==> src/fsc_defs.svh <==
/*
  constants for the synthesizer control register bank: control codes,
  field positions, reset values and counts.
  assumes inclusion by bare name from each design file.
*/
`ifndef FSC_DEFS_SVH
`define FSC_DEFS_SVH

// ************************************************
// control codes in word bits 2:0
// ************************************************
`define FSC_CODE_INT_FRACTIONAL_VALUE 3'h0
`define FSC_CODE_PHASE 3'h1
`define FSC_CODE_MOD_REF 3'h2
`define FSC_CODE_FUNCTION 3'h3
`define FSC_CODE_TIMEOUT 3'h4

// ************************************************
// field positions
// ************************************************
`define FSC_CTRL_MSB 2
`define FSC_WORD_LSB 3
`define FSC_FRACTIONAL_VALUE_MSB 14
`define FSC_INT_LSB 15
`define FSC_INT_MSB 26
`define FSC_MUX_LSB 27
`define FSC_MUX_MSB 30
`define FSC_PHASE_MSB 14
`define FSC_MOD_MSB 14
`define FSC_RCNT_LSB 15
`define FSC_RCNT_MSB 19
`define FSC_DOUBLER_BIT 20
`define FSC_HALFDIV_BIT 21
`define FSC_PRESCALER_BIT 22
`define FSC_CPI_LSB 24
`define FSC_CPI_MSB 27
`define FSC_CSR_BIT 28
`define FSC_NOISE_LSB 29
`define FSC_NOISE_MSB 30
`define FSC_CNT_RESET_BIT 3
`define FSC_CP_TRISTATE_BIT 4
`define FSC_POWER_DOWN_BIT 5
`define FSC_POLARITY_BIT 6
`define FSC_LOCK_PREC_BIT 7
`define FSC_SD_NORESET_BIT 14
`define FSC_CLKDIV_LSB 7
`define FSC_CLKDIV_MSB 18
`define FSC_DIVMODE_LSB 19
`define FSC_DIVMODE_MSB 20

// ************************************************
// encodings, reset values, counts
// ************************************************
`define FSC_NOISE_LOWEST_SPUR 2'h3
`define FSC_NOISE_LOWEST_NOISE 2'h0
`define FSC_DIVMODE_FAST_LOCK 2'h1
`define FSC_DIVMODE_RESYNC 2'h2
`define FSC_DIVMODE_OFF 2'h0
`define FSC_WORD_RESET 32'h00000000
`define FSC_LOCK_CYCLES 6'h28
`define FSC_RDIV_FULL 6'h20

`endif

==> src/fsc_pkg.sv <==
/*
  types shared by the synthesizer control block.
  assumes nothing beyond a SystemVerilog compiler.
*/
package fsc_pkg;
  typedef enum logic [1:0] {
    timeout_idle,
    timeout_fast_lock,
    timeout_resync
  } fsc_timeout_state_type;
endpackage

==> src/fsc_ref_divider.sv <==
/*
  reference path: doubler edge select, 6-bit reference counter and
  optional divide-by-two toggle, giving the detector reference.
  assumes ref_level is already synchronised to ref_clk.
*/
`timescale 1ns/10ps
`include "fsc_defs.svh"

module fsc_ref_divider (
  // clock and reset
  input wire logic ref_clk,
  input wire logic reset,
  // reference and control
  input wire logic ref_level,
  input wire logic hold,
  input wire logic doubler,
  input wire logic half_divide,
  input wire logic [4:0] ratio_code,
  // detector reference
  output logic pfd_pulse,
  output logic pfd_level
);
  logic ref_last;
  logic [5:0] count;
  logic [5:0] ratio;
  logic active_edge;
  logic wrap;
  logic toggle;

  // code 0 gives the full ratio of 32
  assign ratio = (ratio_code == 5'h00) ? `FSC_RDIV_FULL : {1'b0, ratio_code};
  // both edges with doubler, falling edge only without
  assign active_edge = doubler ? (ref_level ^ ref_last) : (ref_last & ~ref_level);
  // a ratio cut below the running count wraps on the next active edge instead of rolling over
  assign wrap = active_edge && (count >= ratio - 6'h01);

  always_ff @(posedge ref_clk) begin
    if (reset) begin
      ref_last <= 1'b0;
    end else begin
      ref_last <= ref_level;
    end
  end

  always_ff @(posedge ref_clk) begin
    if (reset || hold) begin
      count <= 6'h00;
    end else if (wrap) begin
      count <= 6'h00;
    end else if (active_edge) begin
      count <= count + 6'h01;
    end
  end

  always_ff @(posedge ref_clk) begin
    if (reset || hold) begin
      toggle <= 1'b0;
    end else if (wrap) begin
      toggle <= ~toggle;
    end
  end

  always_ff @(posedge ref_clk) begin
    if (reset || hold) begin
      pfd_pulse <= 1'b0;
      pfd_level <= 1'b0;
    end else begin
      // toggle stage passes every second wrap, giving a 50% duty level
      pfd_pulse <= half_divide ? (wrap & ~toggle) : wrap;
      pfd_level <= half_divide ? toggle : wrap;
    end
  end
endmodule

==> src/fsc_ctrl.sv <==
/*
  control register bank of a fractional-n synthesizer: three-wire serial
  word capture, register decode, double buffering, power-down and
  counter control, lock detect and the timeout counter.
  assumes serial pins, reference and phase error flags are asynchronous.
*/
`timescale 1ns/10ps
`include "fsc_defs.svh"

module fsc_ctrl (
  // clock and reset
  input wire logic ref_clk,
  input wire logic reset,
  // three-wire serial port
  input wire logic serial_clock,
  input wire logic serial_data,
  input wire logic load_enable,
  // reference and detector status
  input wire logic reference_input,
  input wire logic phase_err_lt_10ns,
  input wire logic phase_err_lt_6ns,
  // integer/fraction settings
  output logic [11:0] integer_value,
  output logic [11:0] fractional_value,
  output logic [3:0] muxout_select,
  output logic sigma_delta_reset,
  // double buffered settings
  output logic [11:0] phase_word,
  output logic [11:0] fractional_modulus,
  output logic [4:0] reference_count,
  output logic reference_doubler,
  output logic reference_half_divider,
  output logic [3:0] charge_pump_current,
  // direct settings
  output logic dither_enable,
  output logic low_noise_mode,
  output logic cycle_slip_reduction_enable,
  output logic prescaler_8_9,
  output logic detector_polarity,
  output logic lock_precision_select,
  // function control
  output logic counter_reset,
  output logic charge_pump_tristate,
  output logic power_down,
  // detector reference and status
  output logic pfd_reference,
  output logic lock_detect,
  // timeout divider
  output logic [11:0] clock_divider_value,
  output logic fast_lock_active,
  output logic phase_resync_pulse
);
  // ************************************************
  // pin synchronisers
  // ************************************************
  localparam int NUM_PINS = 6;
  logic [NUM_PINS-1:0] pin_raw;
  logic [NUM_PINS-1:0] pin_meta;
  logic [NUM_PINS-1:0] pin_sync;

  assign pin_raw = {phase_err_lt_6ns, phase_err_lt_10ns, reference_input,
                    load_enable, serial_data, serial_clock};

  // two flops per pin; the first is read by the second only
  genvar gi;
  generate
    for (gi = 0; gi < NUM_PINS; gi++) begin : g_sync
      always_ff @(posedge ref_clk) begin
        if (reset) begin
          pin_meta[gi] <= 1'b0;
          pin_sync[gi] <= 1'b0;
        end else begin
          pin_meta[gi] <= pin_raw[gi];
          pin_sync[gi] <= pin_meta[gi];
        end
      end
    end
  endgenerate

  logic sclk_last;
  logic load_last;
  logic sclk_rise;
  logic load_rise;

  always_ff @(posedge ref_clk) begin
    if (reset) begin
      sclk_last <= 1'b0;
      load_last <= 1'b0;
    end else begin
      sclk_last <= pin_sync[0];
      load_last <= pin_sync[2];
    end
  end

  assign sclk_rise = pin_sync[0] & ~sclk_last;
  assign load_rise = pin_sync[2] & ~load_last;

  // ************************************************
  // serial input register
  // ************************************************
  logic [31:0] shift_word;

  // keeps shifting in power-down, so words still latch
  always_ff @(posedge ref_clk) begin
    if (reset) begin
      shift_word <= `FSC_WORD_RESET;
    end else if (sclk_rise) begin
      shift_word <= {shift_word[30:0], pin_sync[1]};
    end
  end

  function automatic logic code_hit(input logic [31:0] word, input logic [2:0] code);
    code_hit = (word[`FSC_CTRL_MSB:0] == code);
  endfunction

  logic wr_int;
  logic wr_phase;
  logic wr_modref;
  logic wr_func;
  logic wr_timeout;

  assign wr_int = load_rise && code_hit(shift_word, `FSC_CODE_INT_FRACTIONAL_VALUE);
  assign wr_phase = load_rise && code_hit(shift_word, `FSC_CODE_PHASE);
  assign wr_modref = load_rise && code_hit(shift_word, `FSC_CODE_MOD_REF);
  assign wr_func = load_rise && code_hit(shift_word, `FSC_CODE_FUNCTION);
  assign wr_timeout = load_rise && code_hit(shift_word, `FSC_CODE_TIMEOUT);

  // ************************************************
  // registers
  // ************************************************
  logic [31:0] int_fractional_value_reg;
  logic [31:0] phase_word_reg;
  logic [31:0] modulus_reference_reg;
  logic [31:0] function_control_reg;
  logic [31:0] timeout_divider_reg;
  logic [31:0] phase_active;
  logic [31:0] modref_active;

  // codes 101 to 111 are ignored; contents survive power-down
  always_ff @(posedge ref_clk) begin
    if (reset) begin
      int_fractional_value_reg <= `FSC_WORD_RESET;
      phase_word_reg <= `FSC_WORD_RESET;
      modulus_reference_reg <= `FSC_WORD_RESET;
      function_control_reg <= `FSC_WORD_RESET;
      timeout_divider_reg <= `FSC_WORD_RESET;
    end else begin
      if (wr_int) int_fractional_value_reg <= shift_word;
      if (wr_phase) phase_word_reg <= shift_word;
      if (wr_modref) modulus_reference_reg <= shift_word;
      if (wr_func) function_control_reg <= shift_word;
      if (wr_timeout) timeout_divider_reg <= shift_word;
    end
  end

  // buffered copies move only on an integer/fraction write
  always_ff @(posedge ref_clk) begin
    if (reset) begin
      phase_active <= `FSC_WORD_RESET;
      modref_active <= `FSC_WORD_RESET;
    end else if (wr_int) begin
      phase_active <= phase_word_reg;
      modref_active <= modulus_reference_reg;
    end
  end

  // ************************************************
  // decoded settings
  // ************************************************
  always_ff @(posedge ref_clk) begin
    if (reset) begin
      sigma_delta_reset <= 1'b0;
    end else begin
      sigma_delta_reset <= wr_int && !function_control_reg[`FSC_SD_NORESET_BIT];
    end
  end

  assign integer_value = int_fractional_value_reg[`FSC_INT_MSB:`FSC_INT_LSB];
  assign fractional_value = int_fractional_value_reg[`FSC_FRACTIONAL_VALUE_MSB:`FSC_WORD_LSB];
  assign muxout_select = int_fractional_value_reg[`FSC_MUX_MSB:`FSC_MUX_LSB];
  assign phase_word = phase_active[`FSC_PHASE_MSB:`FSC_WORD_LSB];
  assign fractional_modulus = modref_active[`FSC_MOD_MSB:`FSC_WORD_LSB];
  assign reference_count = modref_active[`FSC_RCNT_MSB:`FSC_RCNT_LSB];
  assign reference_doubler = modref_active[`FSC_DOUBLER_BIT];
  assign reference_half_divider = modref_active[`FSC_HALFDIV_BIT];
  assign charge_pump_current = modref_active[`FSC_CPI_MSB:`FSC_CPI_LSB];
  assign dither_enable = (modulus_reference_reg[`FSC_NOISE_MSB:`FSC_NOISE_LSB] ==
                          `FSC_NOISE_LOWEST_SPUR);
  assign low_noise_mode = (modulus_reference_reg[`FSC_NOISE_MSB:`FSC_NOISE_LSB] ==
                           `FSC_NOISE_LOWEST_NOISE);
  assign cycle_slip_reduction_enable = modulus_reference_reg[`FSC_CSR_BIT];
  assign prescaler_8_9 = modulus_reference_reg[`FSC_PRESCALER_BIT];
  assign detector_polarity = function_control_reg[`FSC_POLARITY_BIT];
  assign lock_precision_select = function_control_reg[`FSC_LOCK_PREC_BIT];
  assign power_down = function_control_reg[`FSC_POWER_DOWN_BIT];
  assign counter_reset = function_control_reg[`FSC_CNT_RESET_BIT] | power_down;
  assign charge_pump_tristate = function_control_reg[`FSC_CP_TRISTATE_BIT] | power_down;
  assign clock_divider_value = timeout_divider_reg[`FSC_CLKDIV_MSB:`FSC_CLKDIV_LSB];

  // ************************************************
  // reference path
  // ************************************************
  logic pfd_pulse;

  fsc_ref_divider u_ref_divider (
    .ref_clk(ref_clk),
    .reset(reset),
    .ref_level(pin_sync[3]),
    .hold(counter_reset),
    .doubler(reference_doubler),
    .half_divide(reference_half_divider),
    .ratio_code(reference_count),
    .pfd_pulse(pfd_pulse),
    .pfd_level(pfd_reference)
  );

  // ************************************************
  // lock detect
  // ************************************************
  logic [5:0] lock_count;
  logic err_ok;

  assign err_ok = lock_precision_select ? pin_sync[5] : pin_sync[4];

  // flags are sampled once per detector cycle; a miss restarts the run
  always_ff @(posedge ref_clk) begin
    if (reset || power_down) begin
      lock_count <= 6'h00;
      lock_detect <= 1'b0;
    end else if (pfd_pulse) begin
      if (!err_ok) begin
        lock_count <= 6'h00;
        lock_detect <= 1'b0;
      end else if (lock_count == `FSC_LOCK_CYCLES - 6'h01) begin
        lock_detect <= 1'b1;
      end else begin
        lock_count <= lock_count + 6'h01;
      end
    end
  end

  // ************************************************
  // timeout counter
  // ************************************************
  fsc_pkg::fsc_timeout_state_type timeout_state;
  logic [11:0] timeout_count;
  logic [1:0] div_mode;

  assign div_mode = timeout_divider_reg[`FSC_DIVMODE_MSB:`FSC_DIVMODE_LSB];
  assign fast_lock_active = (timeout_state == fsc_pkg::timeout_fast_lock);

  // started by an integer/fraction write, counted in detector cycles
  always_ff @(posedge ref_clk) begin
    if (reset || counter_reset) begin
      timeout_state <= fsc_pkg::timeout_idle;
      timeout_count <= 12'h000;
      phase_resync_pulse <= 1'b0;
    end else begin
      phase_resync_pulse <= 1'b0;
      if (wr_int) begin
        timeout_count <= clock_divider_value;
        unique case (div_mode)
          `FSC_DIVMODE_FAST_LOCK: timeout_state <= fsc_pkg::timeout_fast_lock;
          `FSC_DIVMODE_RESYNC: timeout_state <= fsc_pkg::timeout_resync;
          default: timeout_state <= fsc_pkg::timeout_idle;
        endcase
      end else if (pfd_pulse && timeout_state != fsc_pkg::timeout_idle) begin
        if (timeout_count <= 12'h001) begin
          phase_resync_pulse <= (timeout_state == fsc_pkg::timeout_resync);
          timeout_state <= fsc_pkg::timeout_idle;
        end else begin
          timeout_count <= timeout_count - 12'h001;
        end
      end
    end
  end
endmodule

==> config.mk <==
export PLATFORM = sky130hd
export DESIGN_NAME = fsc_ctrl
export DESIGN_NICKNAME = d
export VERILOG_FILES = /design/src/fsc_pkg.sv /design/src/fsc_ref_divider.sv /design/src/fsc_ctrl.sv
export VERILOG_INCLUDE_DIRS = /design/src
export SDC_FILE = /design/constraint.sdc
export NUM_CORES = 1
export LEC_CHECK = 0
export BUFFER_PORTS_ARGS = -buffer_cell sky130_fd_sc_hd__buf_4
export CORE_MARGIN = 2
export CORE_UTILIZATION = 45
export CTS_CLUSTER_DIAMETER = 80
export DETAILED_ROUTE_END_ITERATION = 7
export PLACE_DENSITY = 0.67
export REMOVE_ABC_BUFFERS = 1
export SLEW_MARGIN = 5
export SYNTH_ARGS = -nofsm -noshare
export SYNTH_HDL_FRONTEND = slang
export SYNTH_SLANG_ARGS = --single-unit
==> constraint.sdc <==
create_clock -name ref_clk -period 2.3 [get_ports ref_clk]
set_input_delay 0.46 -clock ref_clk [delete_from_list [all_inputs] [get_ports ref_clk]]
set_output_delay 0.46 -clock ref_clk [all_outputs]
set_load 0.1 [all_outputs]
# Yosys cells after proc, flatten, opt, wreduce, memory -nomap -nowiden
# Cells that the tools add are included.
[word_totals] regBits=234 inputBits=8 output_inout_bits=89 word_cells=104
[op_classes] n_addsub=4 magnitude_cmp=2 n_eq_ne=13 muxes=16 n_bitwise=13 reduce_logical=23
[op_table] operator="12-bit two-way mux" count=3
[op_table] operator="6-bit two-way mux" count=3
[op_table] operator="6-bit by 1-bit adder with 6-bit output (second input constant)" count=2
[op_table] operator="12-bit by 1-bit less-or-equal comparator with 1-bit output (second input constant)" count=1
[op_table] operator="12-bit by 1-bit subtractor with 12-bit output (second input constant)" count=1
[op_table] operator="1-bit logical AND" count=8
[op_table] operator="2-bit AND reduction" count=4
[op_table] operator="2-bit equality test (second input constant)" count=3
[op_table] operator="3-bit by 2-bit equality test with 1-bit output (second input constant)" count=2
[op_table] operator="6-bit equality test (second input constant)" count=1
[op_table] operator="6-bit >= comparator" count=1
[op_table] operator="1-bit two-way mux" count=6
[op_table] operator="2-bit two-way mux" count=3
[op_table] operator="1-bit NOT" count=6
[op_table] operator="2-bit nonzero test" count=3
[op_table] operator="6-bit by 1-bit subtractor with 6-bit output (second input constant)" count=1
[op_table] operator="5-bit zero test" count=1
[op_table] operator="1-bit AND" count=4
[op_table] operator="2-bit by 1-bit equality test with 1-bit output (second input constant)" count=2
[op_table] operator="2-bit inequality test (second input constant)" count=2
[op_table] operator="2-bit one-hot mux with 2 select lines" count=1
[op_table] operator="4-bit OR reduction" count=1
[op_table] operator="3-bit by 1-bit equality test with 1-bit output (second input constant)" count=1
[op_table] operator="3-bit equality test (second input constant)" count=1
[op_table] operator="8 further kinds" count=10

# Longest topological paths before layout
[depth] word_depth=7 mapped_depth=11 depth_no_buf=11

# By module
# From an unflattened synthesis, not the netlist that was laid out.
[hier_totals] hier_cells=920 hier_area_um2=7659.8
[by_module_without_submodules] mod="fsc_ctrl" n_inst=1 cells_each=842 area_each_um2=6956.7 seq_area_each_um2=3803.6
[by_module_without_submodules] mod="fsc_ref_divider" n_inst=1 cells_each=78 area_each_um2=703.2 seq_area_each_um2=200.2

# Worst setup path after synthesis
# No wires, ideal clock.
[synth_path] path_type="reg-to-reg" start="register modref_active[15]" end="register u_ref_divider.pfd_level" setup_time_ns=0.092 t_arrival_ns=2.942 required_time_ns=2.208 setup_slack_ns=-0.734 path_stages_with_launch=10 n_path_buf=0 synth_period_minus_slack_ns=3.034 path_cell_list="dfxtp_1 inv_1 ha_1 or4_1 ha_1 a41o_1 a21oi_1 o21a_1 or2_2 o31ai_1"
[synth_between] elab_chain_len=6
[synth_lines] item="from (decl)" line="fsc_ctrl.sv:137" source="logic [31:0] modref_active;"
[synth_lines] item="from (signal assigned)" line="fsc_ctrl.sv:160" source="modref_active <= `FSC_WORD_RESET;"
[synth_lines] item="from (signal assigned)" line="fsc_ctrl.sv:163" source="modref_active <= modulus_reference_reg;"
[synth_lines] item="5-bit zero test" line="fsc_ref_divider.sv:31" source="assign ratio = (ratio_code == 5'h00) ? `FSC_RDIV_FULL : {1'b0, ratio_code};"
[synth_lines] item="6-bit two-way mux (*)" line="fsc_ref_divider.sv:31"
[synth_lines] item="6-bit by 1-bit subtractor with 6-bit output (*)" line="fsc_ref_divider.sv:35" source="assign wrap = active_edge && (count >= ratio - 6'h01);"
[synth_lines] item="6-bit >= comparator (*)" line="fsc_ref_divider.sv:35"
[synth_lines] item="1-bit logical AND (*)" line="fsc_ref_divider.sv:35"
[synth_lines] item="1-bit two-way mux (*)" line="fsc_ref_divider.sv:70" source="pfd_level <= half_divide ? toggle : wrap;"
[synth_lines] item="to (signal assigned)" line="fsc_ref_divider.sv:70"
[synth_lines] item="to (decl)" line="fsc_ref_divider.sv:21" source="output logic pfd_level"
# Every way passes the cells marked *; elsewhere a longest branch is shown, timed or not.
# A chain may end at the register's enable or synchronous reset.

# Worst setup path after layout
[layout_path] start="register modref_active[15]" end="register u_ref_divider.pfd_pulse"
[layout_between] elab_chain_len=7
[layout_lines] item="5-bit zero test" line="fsc_ref_divider.sv:31"
[layout_lines] item="6-bit two-way mux (*)" line="fsc_ref_divider.sv:31"
[layout_lines] item="6-bit by 1-bit subtractor with 6-bit output (*)" line="fsc_ref_divider.sv:35"
[layout_lines] item="6-bit >= comparator (*)" line="fsc_ref_divider.sv:35"
[layout_lines] item="1-bit logical AND (*)" line="fsc_ref_divider.sv:35"
[layout_lines] item="1-bit AND" line="fsc_ref_divider.sv:69" source="pfd_pulse <= half_divide ? (wrap & ~toggle) : wrap;"
[layout_lines] item="1-bit two-way mux (*)" line="fsc_ref_divider.sv:69"
[layout_lines] item="to (signal assigned)" line="fsc_ref_divider.sv:69"
[layout_lines] item="to (decl)" line="fsc_ref_divider.sv:20" source="output logic pfd_pulse,"
# Marks and branches as above.

==> run summary <==
The type of destination of the critical path is a register. For this design the ratio of total power to cell area is roughly 730 nW/um^2. Once detail routing completed, the nets flagged for antenna violations numbered 0. The synthesis-to-finish area growth is 20.1%. The post-placement cell count is roughly 1200. The startpoint type of the worst setup path is a register. The synthesized netlist cell count is 908. In this run the core area contains 47 standard-cell rows. The peak per-stage delay on the critical path is 0.43 ns.

On the critical path, the stage with the largest delay is an instance of sky130_fd_sc_hd__or4_4. The share of post-route cells with drive strength above 1 is 18.1%. The async set-or-reset flop fraction in the synthesized netlist is 0%. The hold violation total from the final report came out at 0. The yosys synthesis warning count is 0.

The number of top-level pins is 97. The initial core utilization is 46.0%. The initial antenna violation count is 0.

For this design, the CTS-stage hold fixing added 0 buffers. The number of remaining DRC errors is 0. The number of library cell types mapped by synthesis came out at 50. The number of diodes is 0. The deepest level of the CTS H-tree is 4. The minimum clock period after layout came out at 2.34 ns. The number of buffers and inverters on the critical path is 0. The sum of overflow across all layers after global routing came out at 0. The post-route clock skew is 0.0113 ns. The cell area after synthesis is ~7600 um^2. By area the synthesized netlist is led by sky130_fd_sc_hd__dfxtp_1 (53%), sky130_fd_sc_hd__nand2_1 (13%), sky130_fd_sc_hd__a21oi_1 (10%). The endpoint required time on the critical path is 2.64 ns. The worst slew margin relative to its limit is 54.7%. Timing would allow up to 0.428 GHz. The non-filler instance count after layout is approximately 1200.

The core outline area came out at between 15000 and 20000 um^2. At the pin with the least slew margin, the transition time is 0.680 ns. The clock slew seen by the registers of the worst setup and hold paths came out at 0.07 ns. The largest total area in the synthesized netlist belongs to sky130_fd_sc_hd__dfxtp_1. Setup violations remaining at the end of the flow were counted as 2.

The number of flip-flops under the largest register name is 31. The average cell area after synthesis is roughly 8.4 um^2. Summing the sequential cell areas from Yosys gives 52.7% of the chip area. The worst-case hold slack is between 0.2 and 0.25 ns. The global-route wire length before repair came out at roughly 28000 um. Setup repair after global routing could not meet its margin everywhere. The maximum number of pins on one net before global-route repair is 83. The number of max-slew violations in the final report is 0. Traced cell by cell, the critical path runs through or3_4, or4_4, ha_4, a41o_1, a21oi_1, o21a_1, or2_4, a211oi_2.

At the end of routability-driven placement, the weighted congestion stood at 0.784. The CTS tree is yes. The y dimension of the die came out at 134 um.

The most frequently used flop master after synthesis is sky130_fd_sc_hd__dfxtp_1. The worst setup margin came out at -0.0372 ns. The top fanout value on the critical path is 4.

The final setup TNS is -0.0512 ns. Once detailed placement completed, the half-perimeter wirelength came to 10800 um. The tree is rooted in a sky130_fd_sc_hd__clkbuf_16. The insertion delay of the later-clocked pin in the worst-skew pair came out at 0.43 ns. The critical path in this run is classified as register to register. The count of input and output buffers came out at 96. The flow ran to the end, but the final reports show violations. The period utilization came out at 102%. The worst-case vdd ir drop is 0.532 mV. The register bit total from synthesis came out at 200.

The floorplan step defined a die boundary enclosing 18000 um^2. The number of enable flip-flop cells after synthesis is 0. The post-detailed-routing wire length came out at 16900 um.

The average via count per standard cell is 5.02. After detailed routing, the average wire length per cell comes to 13.9 um. Of the post-synthesis cell area, the dominant cell type holds 52.7%. The number of vias in the routed layout came out at between 6000 and 7000. Global routing used 18.9% of the available tracks across all layers. The total leakage power came out at 3.55 nW. The final layout contains 1003 nets. The kind of cell with the highest combined delay along the critical path is simple AND/OR/NAND/NOR gates. Clock tree synthesis found a total of 200 sinks. The total iterations of the first detailed-routing run came out at 5. The worst path arrival time is 2.68 ns. The final reports fail on negative setup slack. The maximum buffer depth of the clock tree came out at 2. The number of global-route vias before repair came out at 5719. In this run the worst hold path is classified as input pin to register. The number of buffers created by CTS came out at 17. The x dimension of the die came out at 134 um. The first routing iteration left 302 violations. The number of max-capacitance violations reported came out at 0.
-- cells by family after synthesis --
kind of cell	share of synthesized area (%)
compound gates	13.5
xor+xnor	1.96
fa+ha+maj	2.14
buf+inv	4.76
flops	52.7
mux	3.03
simple gates	21.9
-- cell usage after synthesis, types with 2 or more instances --
cell type and number:
sky130_fd_sc_hd__nand2_1 265, sky130_fd_sc_hd__dfxtp_1 200, sky130_fd_sc_hd__a21oi_1 152, sky130_fd_sc_hd__nor2_1 47, sky130_fd_sc_hd__clkbuf_1 36, sky130_fd_sc_hd__o21ai_0 25, sky130_fd_sc_hd__mux2i_1 23, sky130_fd_sc_hd__nor2b_1 17
sky130_fd_sc_hd__buf_2 16, sky130_fd_sc_hd__buf_4 14, sky130_fd_sc_hd__ha_1 13, sky130_fd_sc_hd__inv_1 10, sky130_fd_sc_hd__xor2_1 10, sky130_fd_sc_hd__nand3_1 8, sky130_fd_sc_hd__nand4_1 7, sky130_fd_sc_hd__xnor2_1 7
sky130_fd_sc_hd__nor3_1 6, sky130_fd_sc_hd__nand3b_1 4, sky130_fd_sc_hd__nand4b_1 4, sky130_fd_sc_hd__a211oi_1 3, sky130_fd_sc_hd__or2_2 3, sky130_fd_sc_hd__or3_1 3, sky130_fd_sc_hd__a22oi_1 2, sky130_fd_sc_hd__and2_1 2
sky130_fd_sc_hd__and3_1 2, sky130_fd_sc_hd__nand2b_1 2, sky130_fd_sc_hd__nor4_1 2, sky130_fd_sc_hd__nor4_2 2, sky130_fd_sc_hd__o21a_1 2
-- layer usage --
metal  track usage [%]  vias to the layer above  part of all wire (%)
met4              4.61                        0                  0.56
met3              5.03                        7                   4.1
met5                 0                        -                     0
met2              30.9                       95                    48
li1                  -                     3144                     -
met1              25.0                     2857                    47
-- stage by stage --
stage / cell area (um^2) / worst slack [ns] / utilization [%] / power, mW
finish: 9130 / -0.0372 / 55.3 / 6.71
global route: 9130 / -0.122 / 55.3 / 6.94
CTS: 9110 / 0.00975 / 55.1 / 6.77
detailed placement: 8470 / -0.0861 / 51.3 / 3.80
global placement: 8470 / -0.0218 / 51.3 / 3.80
floorplan: 7280 / -0.734 / - / 3.69
-- placed cells by master, fill, tap and decap left out, types with 7 or more instances in the layout --
cell type and instances:
sky130_fd_sc_hd__buf_4 121, sky130_fd_sc_hd__inv_1 10, sky130_fd_sc_hd__nand3_1 8, sky130_fd_sc_hd__nor2_1 47, sky130_fd_sc_hd__clkbuf_16 17, sky130_fd_sc_hd__o21ai_0 25, sky130_fd_sc_hd__nand4_1 7, sky130_fd_sc_hd__mux2i_1 23
sky130_fd_sc_hd__dfxtp_1 198, sky130_fd_sc_hd__xnor2_1 7, sky130_fd_sc_hd__a21oi_1 151, sky130_fd_sc_hd__xor2_1 10, sky130_fd_sc_hd__nor2b_1 16, sky130_fd_sc_hd__nand2_1 264, sky130_fd_sc_hd__ha_1 12
-- path summary, 6_finish.rpt --
| path | to | cells after the start | from | slack (ns) |
|---|---|---|---|---|
| setup / recovery | u_ref_divider.pfd_pulse | 8 | modref_active[15] | -0.04 |
| hold / removal | pin_meta[2] | 2 | load_enable | 0.24 |
| setup reg to reg | u_ref_divider.pfd_pulse | 8 | modref_active[15] | -0.04 |
| hold reg to reg | shift_word[0] | 2 | pin_sync[1] | 0.44 |
-- report_power, final --
group	internal (mW)	total (mW)	leakage, nW	switching (mW)
Sequential	3.48	3.50	1.62	0.0183
Combinational	0.0629	0.217	1.65	0.154
Clock	1.63	2.99	0.292	1.36
-- layout make-up --
type,count,area (um^2)
multi-input combinational,631,3290
clock buffer,18,429
inverter,10,37.5
tap,220,275
sequential,200,4010
timing repair buffer,122,928
fill,1565,7390
clock inverter,14,164
-- timing repair --
action                     CTS  global route
pin swaps                    1             7
setup buffers                1             1
resized for setup            8             3
setup endpoints to repair    9             9
Power figures use the tool's default switching activity.
